File: config.mk
export PLATFORM = sky130hd
export DESIGN_NAME = buffered_clocked_serial_port
export DESIGN_NICKNAME = d
export VERILOG_FILES = /design/src/rtl/serial_port_pkg.sv /design/src/rtl/buffered_clocked_serial_port.sv
export SDC_FILE = /design/constraint.sdc
export NUM_CORES = 1
export LEC_CHECK = 0
export BUFFER_PORTS_ARGS = -buffer_cell sky130_fd_sc_hd__buf_2
export CAP_MARGIN = 40
export CORE_MARGIN = 5
export CORE_UTILIZATION = 30
export CTS_CLUSTER_DIAMETER = 60
export DETAILED_ROUTE_END_ITERATION = 7
export GPL_TIMING_DRIVEN = 0
export PLACE_DENSITY = 0.54
export SETUP_SLACK_MARGIN = 0.1
export SLEW_MARGIN = 25
export SYNTH_ARGS = -nofsm -noshare
export SYNTH_HDL_FRONTEND = slang
export SYNTH_SLANG_ARGS = --single-unit
File: constraint.sdc
create_clock -name mclk -period 2.6 [get_ports mclk]
set_input_delay 0.13 -clock mclk [delete_from_list [all_inputs] [get_ports mclk]]
set_output_delay 0.13 -clock mclk [all_outputs]
set_load 0.02 [all_outputs]
File: src/rtl/serial_port_pkg.sv
package serial_port_pkg;
  localparam logic [2:0] CLK_EXTERNAL = 3'h7; // external clock code
  localparam logic [2:0] CLK_RESERVED = 3'h6; // reserved rate code
  localparam logic [2:0] MODE_TX8 = 3'h0; // 8-bit transmit
  localparam logic [2:0] MODE_TX4 = 3'h2; // 4-bit transmit
  localparam logic [2:0] MODE_TXRX8 = 3'h4; // 8-bit transmit-receive
  localparam logic [2:0] MODE_RX8 = 3'h5; // 8-bit receive
  localparam logic [2:0] MODE_RX4 = 3'h6; // 4-bit receive
  localparam int WORDS = 8; // buffer depth
  localparam logic [7:0] FILLER_WORD = 8'hff; // filler data bits
  localparam logic [7:0] WORD_RESET = 8'h00; // buffer reset value
  localparam logic [12:0] HALF_SLOW = 13'h0fff; // half period, code 000
  localparam logic [12:0] HALF_LOW_RATE = 13'h000f; // half period, low-rate clock
  localparam logic [12:0] HALF_R1 = 13'h007f; // half period, code 001
  localparam logic [12:0] HALF_R2 = 13'h003f; // half period, code 010
  localparam logic [12:0] HALF_R3 = 13'h001f; // half period, code 011
  localparam logic [12:0] HALF_R4 = 13'h000f; // half period, code 100
  localparam logic [12:0] HALF_R5 = 13'h0007; // half period, code 101
  typedef struct packed {
    logic run_request; // start / keep running
    logic abort_request; // abort pulse
    logic [2:0] transfer_mode_select; // mode code
    logic [2:0] clock_source_select; // rate or external
    logic [2:0] word_count_select; // words minus one
    logic low_rate_divider_select; // code 000 uses low clock
  } ctrl_t;
  typedef struct packed {
    logic wr; // buffer write strobe
    logic rd; // buffer read strobe
    logic [2:0] idx; // buffer entry
    logic [7:0] wdata; // write data
  } buf_access_t;
endpackage

File: src/rtl/buffered_clocked_serial_port.sv
module buffered_clocked_serial_port (
  input wire logic mclk, // system clock
  input wire logic resetn, // async reset, active low
  input wire serial_port_pkg::ctrl_t ctrl, // control fields
  input wire serial_port_pkg::buf_access_t acc, // software buffer access
  output logic [7:0] rdata, // buffer read data
  output logic transfer_active_flag, // transfer in progress
  output logic shift_active, // bit shifting in progress
  output logic serial_done_irq, // one-cycle done pulse
  input wire logic serial_clock_in, // clock pin input
  output logic serial_clock_out, // clock pin output
  output logic serial_clock_oe, // clock pin drive enable
  output logic serial_out_pin, // transmit data
  input wire logic serial_in_pin // receive data
);
  import serial_port_pkg::*;
  // overview: a burst of one to eight words leaves or enters the
  // buffer, lowest entry first, one bit per serial clock period
  // the serial clock is either made here from the system clock or
  // taken from the pin through a synchroniser
  // software talks to the buffer through one-cycle strobes; the
  // sequencer watches those strobes to release its waits
  // the control fields are levels and are sampled every cycle
  // the done pulse marks the end of every burst that reaches its last programmed word, except one dropped on an external receive overrun
  // a stop request lets the word in flight finish cleanly
  // an abort drops everything in the very next cycle
  // reserved rate and mode codes simply never start

  // idle: parked, clock high, shift register preloaded
  // shift: bits moving on the chosen clock
  // wait: clock held high until software catches up
  // last: one filler word in external transmit
  typedef enum {ST_IDLE, ST_SHIFT, ST_WAIT, ST_LAST} state_t;
  state_t state_reg;
  // datapath registers: buffer, shift register and counters
  // the buffer is shared by software strobes and received words
  // received words win over a software write to the same entry
  logic [7:0] buf_reg [WORDS]; // word buffer
  logic [7:0] sh_reg; // shift register
  logic [2:0] bit_reg; // bit counter
  logic [2:0] ptr_reg; // current entry
  logic [12:0] div_reg; // half period counter
  logic sck_reg; // internal clock level
  logic s1_reg; // external clock sync, first stage
  logic s2_reg; // external clock sync, second stage
  logic s3_reg; // previous synchronised level
  logic out_reg; // serial data out
  logic irq_reg; // interrupt pulse
  logic sw_touch_reg; // software accessed since done
  logic stop_reg; // end after current word
  logic dropped_reg; // external receive overrun
  // combinational decode and edge strobes, plus the unread flag register
  logic [12:0] half; // selected half period
  logic ext; // external clock chosen
  logic is_tx; // mode transmits
  logic is_rx; // mode receives
  logic is4; // 4-bit words
  logic mode_ok; // mode code not reserved
  logic unread_reg; // received block not yet read
  logic overrun; // external receive would overwrite
  logic fall; // leading edge strobe
  logic rise; // trailing edge strobe
  logic [2:0] top_bit; // last bit index
  logic word_end; // rising edge of last bit
  logic last_word; // pointer at programmed count

  // mode and clock decode
  // purely combinational from the control fields, which software
  // changes only while stopped or in a wait
  // the 4-bit flag picks the last bit index of every word
  // the pointer compare marks the final programmed word
  assign ext = ctrl.clock_source_select == CLK_EXTERNAL;
  assign is4 = ctrl.transfer_mode_select == MODE_TX4 ||
               ctrl.transfer_mode_select == MODE_RX4;
  assign is_tx = ctrl.transfer_mode_select == MODE_TX8 ||
                 ctrl.transfer_mode_select == MODE_TX4 ||
                 ctrl.transfer_mode_select == MODE_TXRX8;
  assign is_rx = ctrl.transfer_mode_select == MODE_RX8 ||
                 ctrl.transfer_mode_select == MODE_RX4 ||
                 ctrl.transfer_mode_select == MODE_TXRX8;
  assign top_bit = is4 ? 3'h3 : 3'h7;
  assign last_word = ptr_reg == ctrl.word_count_select;
  // reserved mode codes never start a transfer
  assign mode_ok = is_tx || is_rx;
  // with the external clock, a finished block still unread blocks the next store
  assign overrun = ext && is_rx && unread_reg;

  // half period per rate code, faster as code rises, except code 000 with the low-rate clock
  // codes 010 to 101 each halve the period of the one below it
  // 110 never starts, so its entry is a don't-care
  always_comb begin
    case (ctrl.clock_source_select)
      3'h0: half = ctrl.low_rate_divider_select ? HALF_LOW_RATE : HALF_SLOW;
      3'h1: half = HALF_R1;
      3'h2: half = HALF_R2;
      3'h3: half = HALF_R3;
      3'h4: half = HALF_R4;
      3'h5: half = HALF_R5;
      default: half = 13'h0007;
    endcase
  end

  // external clock synchroniser
  // two flops against metastability, the third keeps the previous
  // level so that both edges can be seen
  // reset high, the idle level of the pin, so no false edge follows
  // only the second stage reads the first
  always_ff @(posedge mclk or negedge resetn) begin
    if (!resetn) begin
      s1_reg <= 1'b1;
      s2_reg <= 1'b1;
      s3_reg <= 1'b1;
    end else begin
      s1_reg <= serial_clock_in;
      s2_reg <= s1_reg;
      s3_reg <= s2_reg;
    end
  end

  // internal clock divider, runs only while shifting
  // parked high outside shifting, so the pin starts each frame high
  // and stays high through a wait; the external source bypasses it
  // a full period is two half periods of half plus one cycles
  // the counter restarts from zero at every start and wait release
  always_ff @(posedge mclk or negedge resetn) begin
    if (!resetn) begin
      div_reg <= 13'h0000;
      sck_reg <= 1'b1;
    end else if (state_reg != ST_SHIFT || ext) begin
      div_reg <= 13'h0000;
      sck_reg <= 1'b1;
    end else if (div_reg == half) begin
      div_reg <= 13'h0000;
      sck_reg <= ~sck_reg;
    end else begin
      div_reg <= div_reg + 13'h0001;
    end
  end

  // edge detect on chosen clock
  // internal edges fire on the cycle the divider flips the level,
  // so data moves together with the pin
  // external edges arrive two cycles after the pin moves, well
  // inside the minimum pulse width asked of the clock master
  always_comb begin
    if (ext) begin
      fall = s3_reg & ~s2_reg;
      rise = ~s3_reg & s2_reg;
    end else begin
      fall = sck_reg && div_reg == half;
      rise = !sck_reg && div_reg == half;
    end
    word_end = rise && bit_reg == top_bit;
  end

  // software touch tracking for wait release
  // any write, or a read in receive modes, counts, even outside
  // the programmed words: that is how the wait is released
  // cleared when a block ends so the next block starts fresh
  always_ff @(posedge mclk or negedge resetn) begin
    if (!resetn) begin
      sw_touch_reg <= 1'b0;
    end else if (acc.wr || (acc.rd && is_rx)) begin
      sw_touch_reg <= 1'b1;
    end else if (state_reg == ST_SHIFT && word_end && last_word) begin
      sw_touch_reg <= 1'b0;
    end
  end

  // transfer sequencer
  // counts bits per word and words per block, raises the done
  // pulse after the last word and decides how the block ends
  // abort has priority in every busy state
  // a cleared run request is latched so that the word in flight
  // still completes before the sequencer parks
  // the done pulse is a register and stands exactly one cycle
  always_ff @(posedge mclk or negedge resetn) begin
    if (!resetn) begin
      state_reg <= ST_IDLE;
      bit_reg <= 3'h0;
      ptr_reg <= 3'h0;
      stop_reg <= 1'b0;
      dropped_reg <= 1'b0;
      irq_reg <= 1'b0;
    end else begin
      irq_reg <= 1'b0;
      case (state_reg)
        ST_IDLE: begin
          bit_reg <= 3'h0;
          ptr_reg <= 3'h0;
          stop_reg <= 1'b0;
          dropped_reg <= 1'b0;
          // start only on a legal mode and rate
          if (ctrl.run_request && !ctrl.abort_request && mode_ok &&
              ctrl.clock_source_select != CLK_RESERVED) begin
            state_reg <= ST_SHIFT;
          end
        end
        ST_SHIFT: begin
          if (ctrl.abort_request) begin
            state_reg <= ST_IDLE;
          end else begin
            if (!ctrl.run_request) begin
              stop_reg <= 1'b1;
            end
            if (word_end) begin
              bit_reg <= 3'h0;
              // unread block: drop this word and give up
              if (overrun) begin
                dropped_reg <= 1'b1;
                state_reg <= ST_IDLE;
              end else if (last_word) begin
                irq_reg <= 1'b1;
                ptr_reg <= 3'h0;
                // block done: end, wait for software, send filler, or go straight on to the next block
                if (stop_reg || !ctrl.run_request || dropped_reg) begin
                  state_reg <= ST_IDLE;
                end else if (!ext && !sw_touch_reg &&
                             !(acc.wr || (acc.rd && is_rx))) begin
                  state_reg <= ST_WAIT;
                end else if (ext && is_tx && !sw_touch_reg) begin
                  state_reg <= ST_LAST;
                end
              end else begin
                ptr_reg <= ptr_reg + 3'h1;
                if (stop_reg || !ctrl.run_request) begin
                  state_reg <= ST_IDLE;
                end
              end
            end else if (rise) begin
              bit_reg <= bit_reg + 3'h1;
            end
          end
        end
        ST_WAIT: begin
          // clock parked high until software catches up
          if (ctrl.abort_request || !ctrl.run_request) begin
            state_reg <= ST_IDLE;
          end else if (acc.wr || (acc.rd && is_rx)) begin
            state_reg <= ST_SHIFT;
          end
        end
        ST_LAST: begin
          // one filler word, then the transfer ends
          if (ctrl.abort_request) begin
            state_reg <= ST_IDLE;
          end else if (word_end) begin
            state_reg <= ST_IDLE;
          end else if (rise) begin
            bit_reg <= bit_reg + 3'h1;
          end
        end
        default: state_reg <= ST_IDLE;
      endcase
    end
  end

  // external overrun: unread word blocks storage
  // set when a received block completes, cleared by any read
  // the set wins when both fall in one cycle, so a fresh block is
  // never taken as read by a read of the old one
  // only the external clock acts on it; the internal clock waits
  always_ff @(posedge mclk or negedge resetn) begin
    if (!resetn) begin
      unread_reg <= 1'b0;
    end else if (state_reg == ST_SHIFT && word_end && is_rx && last_word) begin
      unread_reg <= 1'b1;
    end else if (acc.rd) begin
      unread_reg <= 1'b0;
    end
  end

  // shift register: transmit on fall, receive on rise
  // preloaded from entry zero while idle so the first bit is ready
  // in transmit-receive the same register serves both directions:
  // a bit is sent on the fall before its place is refilled on the rise
  // transmit-only reloads the next entry right after the last bit
  // in external transmit the filler word goes out once when no new data came in time
  always_ff @(posedge mclk or negedge resetn) begin
    if (!resetn) begin
      sh_reg <= WORD_RESET;
      out_reg <= 1'b1;
    end else if (state_reg == ST_IDLE) begin
      sh_reg <= buf_reg[0];
      out_reg <= 1'b1;
    end else if (state_reg == ST_LAST && fall && bit_reg == 3'h0) begin
      sh_reg <= FILLER_WORD;
      out_reg <= FILLER_WORD[0];
    end else if (fall && is_tx) begin
      out_reg <= sh_reg[bit_reg];
    end else if (rise && is_rx) begin
      sh_reg[bit_reg] <= serial_in_pin;
    end else if (state_reg == ST_SHIFT && word_end && is_tx && !is_rx) begin
      sh_reg <= buf_reg[last_word ? 3'h0 : ptr_reg + 3'h1];
    end
  end

  // buffer storage, software and receive writes
  // one flop word per entry, addressed by index
  // a received word is built from the shift register plus the bit
  // that arrives on the final rising edge
  // 4-bit words get a zero upper nibble
  // an overrun keeps the unread block intact
  generate
    for (genvar i = 0; i < WORDS; i++) begin : g_buf
      always_ff @(posedge mclk or negedge resetn) begin
        if (!resetn) begin
          buf_reg[i] <= WORD_RESET;
        end else if (state_reg == ST_SHIFT && word_end && is_rx &&
                     !overrun && ptr_reg == 3'(i)) begin
          buf_reg[i] <= is4 ? {4'h0, serial_in_pin, sh_reg[2:0]} :
                              {serial_in_pin, sh_reg[6:0]};
        end else if (acc.wr && acc.idx == 3'(i)) begin
          buf_reg[i] <= acc.wdata;
        end
      end
    end
  endgenerate

  // registered read port, data one cycle after the strobe
  // holds its value between reads
  // reads never disturb the entry they look at
  always_ff @(posedge mclk or negedge resetn) begin
    if (!resetn) begin
      rdata <= WORD_RESET;
    end else if (acc.rd) begin
      rdata <= buf_reg[acc.idx];
    end
  end

  // pin and status outputs
  // the clock pin is driven only while the internal source is chosen
  // the active flag covers waits as well as shifting
  assign transfer_active_flag = state_reg != ST_IDLE;
  assign shift_active = state_reg == ST_SHIFT || state_reg == ST_LAST;
  assign serial_done_irq = irq_reg;
  // forced high in idle so an abort in a low phase parks it at once
  assign serial_clock_out = sck_reg || state_reg == ST_IDLE;
  assign serial_clock_oe = !ext;
  assign serial_out_pin = out_reg;
endmodule

---- Word-level counts from Yosys, hierarchy flattened ----
Index checks and enable logic that the tools add are counted.
storage, ports and cells
  bits in latches ......................... 0
  memories ................................ 0
  RAM bits ................................ 0
  ROM bits ................................ 0
  bits in registers ....................... 141
cells by class
  bitwise operators ....................... 7
  shift-type cells ........................ 0
  reduce and logical (&&, ||, !) cells .... 91
  equality and inequality tests ........... 47
  $add $sub $neg .......................... 3
  divide/modulo/power cells ............... 0
  muxes and demuxes ....................... 86
  multipliers ............................. 0
  order comparisons ....................... 4
operators by type and width
  cell                   count
  $mux 32                13
  $mux 8                 26
  $pmux 32 s4            1
  $eq 32x2->1 const B    3
  $logic_not 32->1       2
  $pmux 12 s5            1
  $bmux 8 s3             2
  $logic_and 1x1->1      41
  $eq 3x3->1 const B     13
  $eq 32x1->1 const B    1
  $eq 32x3->1 const B    1
  $ne 32x2->1 const B    1
  $reduce_bool 32->1     1
  $mux 3                 10
  $mux 13                2
  $reduce_bool 2->1      12
  $mux 1                 23
  $eq 3x2->1 const B     7
  $ne 2x2->1 const B     8
  $logic_not 3->1        5
  $ne 3x3->1 const B     5
  $add 13x1->13 const B  1
  $eq 13x13->1           1
  $logic_or 1x1->1       13
  other kinds (25)       45

---- Logic depth before layout (Yosys ltp) ----
  word-level depth ........................ 14
  depth in mapped cells ................... 12
  depth with buffers taken out ............ 9

---- Least setup slack after synthesis ----
No wires, ideal clock.
  path type ............................... register to register
  from .................................... reg ptr_reg[0]
  to ...................................... reg sh_reg[5]
  stages on the path, launching flop included .. 12
  path buffers ............................ 3
  data arrival time ....................... 2.697 ns
  slack ................................... -0.176 ns
  data required time ...................... 2.521 ns
  cells stage by stage .................... dfrtp_1 > clkbuf_1 > clkinv_1 > ha_1 > buf_1 > inv_1 > or3_1 > clkbuf_1 > o221a_2 > nor3_1 > o32ai_1 > mux2i_1
between the ends
  word-level cells in the longest chain between the ends .. 11
RTL lines
  element                                    line                                                                     text
  start, declared                            buffered_clocked_serial_port.sv:41                                       logic [2:0] ptr_reg;
  start signal, assigned                     buffered_clocked_serial_port.sv:225                                      ptr_reg <= ptr_reg + 3'h1;
  $add 3x1->3 or $eq 3x3->1 (tied branches)  buffered_clocked_serial_port.sv:294, buffered_clocked_serial_port.sv:82
  $mux 3 (*)                                 buffered_clocked_serial_port.sv:294                                      sh_reg <= buf_reg[last_word ? 3'h0 : ptr_reg + 3'h1];
  $not 3->4 (*)                              buffered_clocked_serial_port.sv:294
  $bmux 8 s3 (*)                             buffered_clocked_serial_port.sv:294
  $mux 8 (*) (2 in a row)                    buffered_clocked_serial_port.sv:294
  $mux 8 (*)                                 buffered_clocked_serial_port.sv:293                                      end else if (state_reg == ST_SHIFT && word_end && is_tx && !is_rx) begin
  $mux 8 (*)                                 buffered_clocked_serial_port.sv:291                                      end else if (rise && is_rx) begin
  $mux 8 (*)                                 buffered_clocked_serial_port.sv:289                                      end else if (fall && is_tx) begin
  $mux 8 (*)                                 buffered_clocked_serial_port.sv:286                                      end else if (state_reg == ST_LAST && fall && bit_reg == 3'h0) begin
  $mux 8 (*)                                 buffered_clocked_serial_port.sv:283                                      end else if (state_reg == ST_IDLE) begin
  end signal, assigned                       buffered_clocked_serial_port.sv:284                                      sh_reg <= buf_reg[0];
  end signal, assigned by index              buffered_clocked_serial_port.sv:292                                      sh_reg[bit_reg] <= serial_in_pin;
  end signal, assigned                       buffered_clocked_serial_port.sv:294
  end, declared                              buffered_clocked_serial_port.sv:39                                       logic [7:0] sh_reg;
Every way passes the cells marked *; elsewhere a longest branch is shown, timed or not. The select of a mux whose other input is x is not followed.
A chain may end at the register's enable or synchronous reset.

---- Final worst setup path ----
  from .................................... reg div_reg[7]
  to ...................................... reg buf_reg[61] (netlist bit)
between the ends
  word-level cells in the longest chain between the ends .. 9
RTL lines
  element                                      line                                 text
  start, declared                              buffered_clocked_serial_port.sv:42   logic [12:0] div_reg;
  start signal, assigned                       buffered_clocked_serial_port.sv:136  div_reg <= div_reg + 13'h0001;
  $eq 13x13->1 (*)                             buffered_clocked_serial_port.sv:151  rise = !sck_reg && div_reg == half;
  $logic_and 1x1->1 (*)                        buffered_clocked_serial_port.sv:151
  $mux 1 (*)                                   buffered_clocked_serial_port.sv:146  if (ext) begin
  $logic_and 1x1->1 (*)                        buffered_clocked_serial_port.sv:153  word_end = rise && bit_reg == top_bit;
  $logic_and 1x1->1 (*) (3 in a row)           buffered_clocked_serial_port.sv:309  end else if (state_reg == ST_SHIFT && word_end && is_rx &&
  $logic_and 1x1->1 (*)                        buffered_clocked_serial_port.sv:310  !overrun && ptr_reg == 3'(i)) begin
  $mux 8 or $reduce_bool 2->1 (tied branches)  -
  end signal, assigned by index                buffered_clocked_serial_port.sv:311  buf_reg[i] <= is4 ? {4'h0, serial_in_pin, sh_reg[2:0]} :
  end signal, assigned by index                buffered_clocked_serial_port.sv:314  buf_reg[i] <= acc.wdata;
  end, declared                                buffered_clocked_serial_port.sv:38   logic [7:0] buf_reg [WORDS];
Every way passes the cells marked *; elsewhere a longest branch is shown, timed or not.

==> results.py <==
metrics = {
    "cts": {
        "cts_tree": "done",
        "cts.sinks": 111,
        "cts_buffers": 9,
        "cts_max_level": 3,
        "cts_root_buf": "clkbuf_16",
        "cts_buffer_depth": 2,
        "path_clk_slew_ps": 80,
        "clock_latency_ps": 370,
    },
    "critical_path": {
        "reg2reg_from": "div_reg[7]",
        "slowest_stage": "dfrtp_1",
        "worstSetupStartpointType": "flop",
        "crit_buf_inv": 4,
        "r2r_slack_ps": 120,
        "cpLargestDelayFamily": "compound AO/OA/AOI/OAI gates",
        "regToRegEndpoint": "buf_reg[61]",
        "startpoint": "div_reg[7]",
        "r2r_cells": 10,
        "critPathKind": "flop to flop",
        "cp_slowest_stage_delay_ps": 380,
        "worstPathRequired_ps": 2880,
        "cp_max_fo": 8,
        "cp.arrival_ps": 2760,
        "path_cells": "buf_6 -> a211o_1 -> a2111oi_4 -> buf_4 -> nand3_4 -> a21oi_4 -> buf_8 -> and4_4 -> buf_12 -> mux2i_2",
        "cp-end-kind": "flop",
    },
    "global_route": {
        "busiest_layer": "met2",
        "met2_usage": 0.2619,
        "first_global_vias": 5880,
        "grt_max_degree": 71,
        "grt_pass1_wl_um": 35850,
        "antenna_found_initial": 0,
        "grtUsageMet3": 0.01857,
        "grtUsageTotal": 0.1633,
        "met1_usage": 0.2274,
        "grt_overflow_total": 0,
    },
    "placement": {
        "port_buffers": 30,
        "place_ws_ps": -783.3,
        "dp_hpwl_um": 15800,
        "placed_cells": 1043,
        "gp_congestion": 0.8537,
    },
    "power_and_ir_drop": {
        "seqPwrFrac": 0.416,
        "swShare": 0.3683,
        "intPower_mw": 3.621,
        "leakage_nw": 3.774,
        "ir_drop_uv": 284.2,
        "switchingPower_mw": 2.111,
        "pwr-share-comb": 0.317,
        "power_density_mw_per_mm2": 647.0,
        "clkPwrFrac": 0.267,
    },
    "detailed_routing": {
        "drt_iter0_drc": 400,
        "vias": 5770,
        "drc_errors": 0,
        "wl_per_cell_um": 21.20,
        "antenna_left": 0,
        "drt_first_pass_iters": 5,
        "vias_per_cell": 5.353,
        "routed_wl_um": 22860,
    },
    "yosys": {
        "yosys_register_bits": 111,
        "synth_warnings": 0,
        "syn_area_per_cell_um2": 10.71,
        "synth_edf_count": 0,
        "netlist_area_mm2": 0.007312,
        "async_reset_ff_frac": 1.000,
        "synthCells": 683,
        "ys.flop_type": "dfrtp_1",
        "synth_seq_area_share": 0.3807,
        "synth_cell_types": 73,
        "syn-num-nets": 721,
    },
    "timing": {
        "slew_violations": 0,
        "worst_slack_ps": 119.2,
        "fin_crit_ps": 2481,
        "setup_viol": 0,
        "fin_crit_sh": 0.9541,
        "max_freq_mhz": 403.1,
        "slew_headroom": 0.4088,
        "setup_tns_ps": 0,
        "rsz0062_at_grt": "yes",
        "hold_viol": 0,
        "worst_pin_slew_ps": 886.8,
        "fin_skew_ps": 14.56,
    },
    "floorplan": {
        "boundaryPins": 43,
        "rows": 57,
        "initial_core_util": 0.3024,
        "fp.dieH_um": 166.1,
        "core_area_mm2": 0.02418,
        "die_width_um": 166.1,
        "dieArea_mm2": 0.02760,
    },
    "status": {
        "status": "completed",
    },
    "finish": {
        "antenna_cells": 0,
        "nNetsFinal": 787,
        "stdcell_count": 1078,
        "largest_register_ffs": 64,
        "syn2layout_area_growth_pct": 21.17,
        "post_route_cells_drive_above_1_share": 0.2586,
    },
    "min_path": {
        "min_path_cells": 4,
        "whs_endpoint": "stop_reg",
        "min-delay-start": "ctrl[11]",
        "hold_path.class": "input port to flop",
    },
    "flow_run": {
        "cap_violations": 0,
    },
}
cells in the final DEF, fill, tap and decap left out, types with 9 or more instances in the layout:
cell type and count:
buf_1 17, buf_4 24, dfrtp_1 102, buf_2 34, clkbuf_16 10, clkbuf_1 12, a21oi_1 18, mux2i_1 165
mux4_2 16, nor3_1 13, nand2_1 27, nor2_1 43, xnor2_1 9, inv_1 20, o22ai_1 11
how the worst max path moves through the flow:
stage                              to  cells after the start
after global routing      buf_reg[61]                     10
after CTS                   sh_reg[0]                      9
after floorplan             sh_reg[7]                     10
after detailed placement    sh_reg[7]                     10
final                     buf_reg[61]                     10
after global placement      sh_reg[7]                     10
cell type report:
class	instances	area, um2
tap	324	405.4
buffer	53	395.4
timing repair buffer	58	427.9
multi-input combinational	490	4409
fill	2392	15320
sequential	111	2789
clock inverter	7	93.84
inverter	26	113.9
clock buffer	9	225.2
worst min-delay path, cell delays in order:
cell and delay (ps):
buf_2 100, nor3_1 50, nor2_1 80, nor2_1 40
cell usage after synthesis, drive strengths merged (4+ instances only):
library cell / count / share of area
ha: 9 / 0.015
a2111oi: 7 / 0.011
and4: 4 / 0.0056
nand3: 11 / 0.0092
a22oi: 9 / 0.0092
a211oi: 9 / 0.011
o32ai: 4 / 0.0058
nand4: 11 / 0.016
nand2b: 6 / 0.0051
nor3b: 10 / 0.010
a21oi: 20 / 0.014
buf: 35 / 0.029
o22ai: 11 / 0.0094
or3: 8 / 0.0070
mux4: 16 / 0.049
nor3: 17 / 0.012
clkbuf: 21 / 0.011
dfrtp: 106 / 0.36
mux2i: 169 / 0.23
inv: 21 / 0.011
o31ai: 4 / 0.0041
o21ai: 9 / 0.0067
xnor2: 9 / 0.011
nand2: 29 / 0.015
and3: 12 / 0.010
o221a: 7 / 0.011
dfstp: 5 / 0.018
xor2: 7 / 0.0084
nor2: 45 / 0.023
clkinv: 5 / 0.0026
stage by stage:
step                utilization  hold WS (ps)  area, um2  total power [mW]
finish                   0.3665         69.59       8860             5.732
global placement         0.3256         236.6       7873             4.087
CTS                      0.3555         51.07       8596             5.706
global route             0.3665         106.9       8860             6.055
floorplan                     -        -165.6       7317             3.529
detailed placement       0.3295         41.22       7965             4.143
timing repair:
action                     CTS  global route
buffers inserted             9            11
pin swaps                    9            12
hold buffers                 2             0
hold endpoints to repair    42             0
gates resized for setup     51            41
setup endpoints to repair   75            75
per-layer routing:
layer  vias up  wire length [um]
met5         -                 0
met4         0               598
met3        35              1075
met2       156             10780
met1      2906             10400
li1       2673                 -
power groups by stage:
stage | logic [mW] | clock network, mW | registers [mW]
after floorplan | 1.20 | 0 | 2.33
after global placement | 1.69 | 0 | 2.40
after detailed placement | 1.74 | 0 | 2.40
after CTS | 1.77 | 1.56 | 2.37
after global routing | 2.00 | 1.62 | 2.43
final | 1.82 | 1.53 | 2.39
cell families after synthesis:
logic type | count (synthesis) | synth area share
fa+ha+maj | 9 | 0.01540
xor+xnor | 16 | 0.01917
compound gates | 110 | 0.1196
mux | 188 | 0.2852
flops | 111 | 0.3807
buf+inv | 82 | 0.05270
simple gates | 167 | 0.1271
Note: power is estimated with default switching activity, not from simulation.
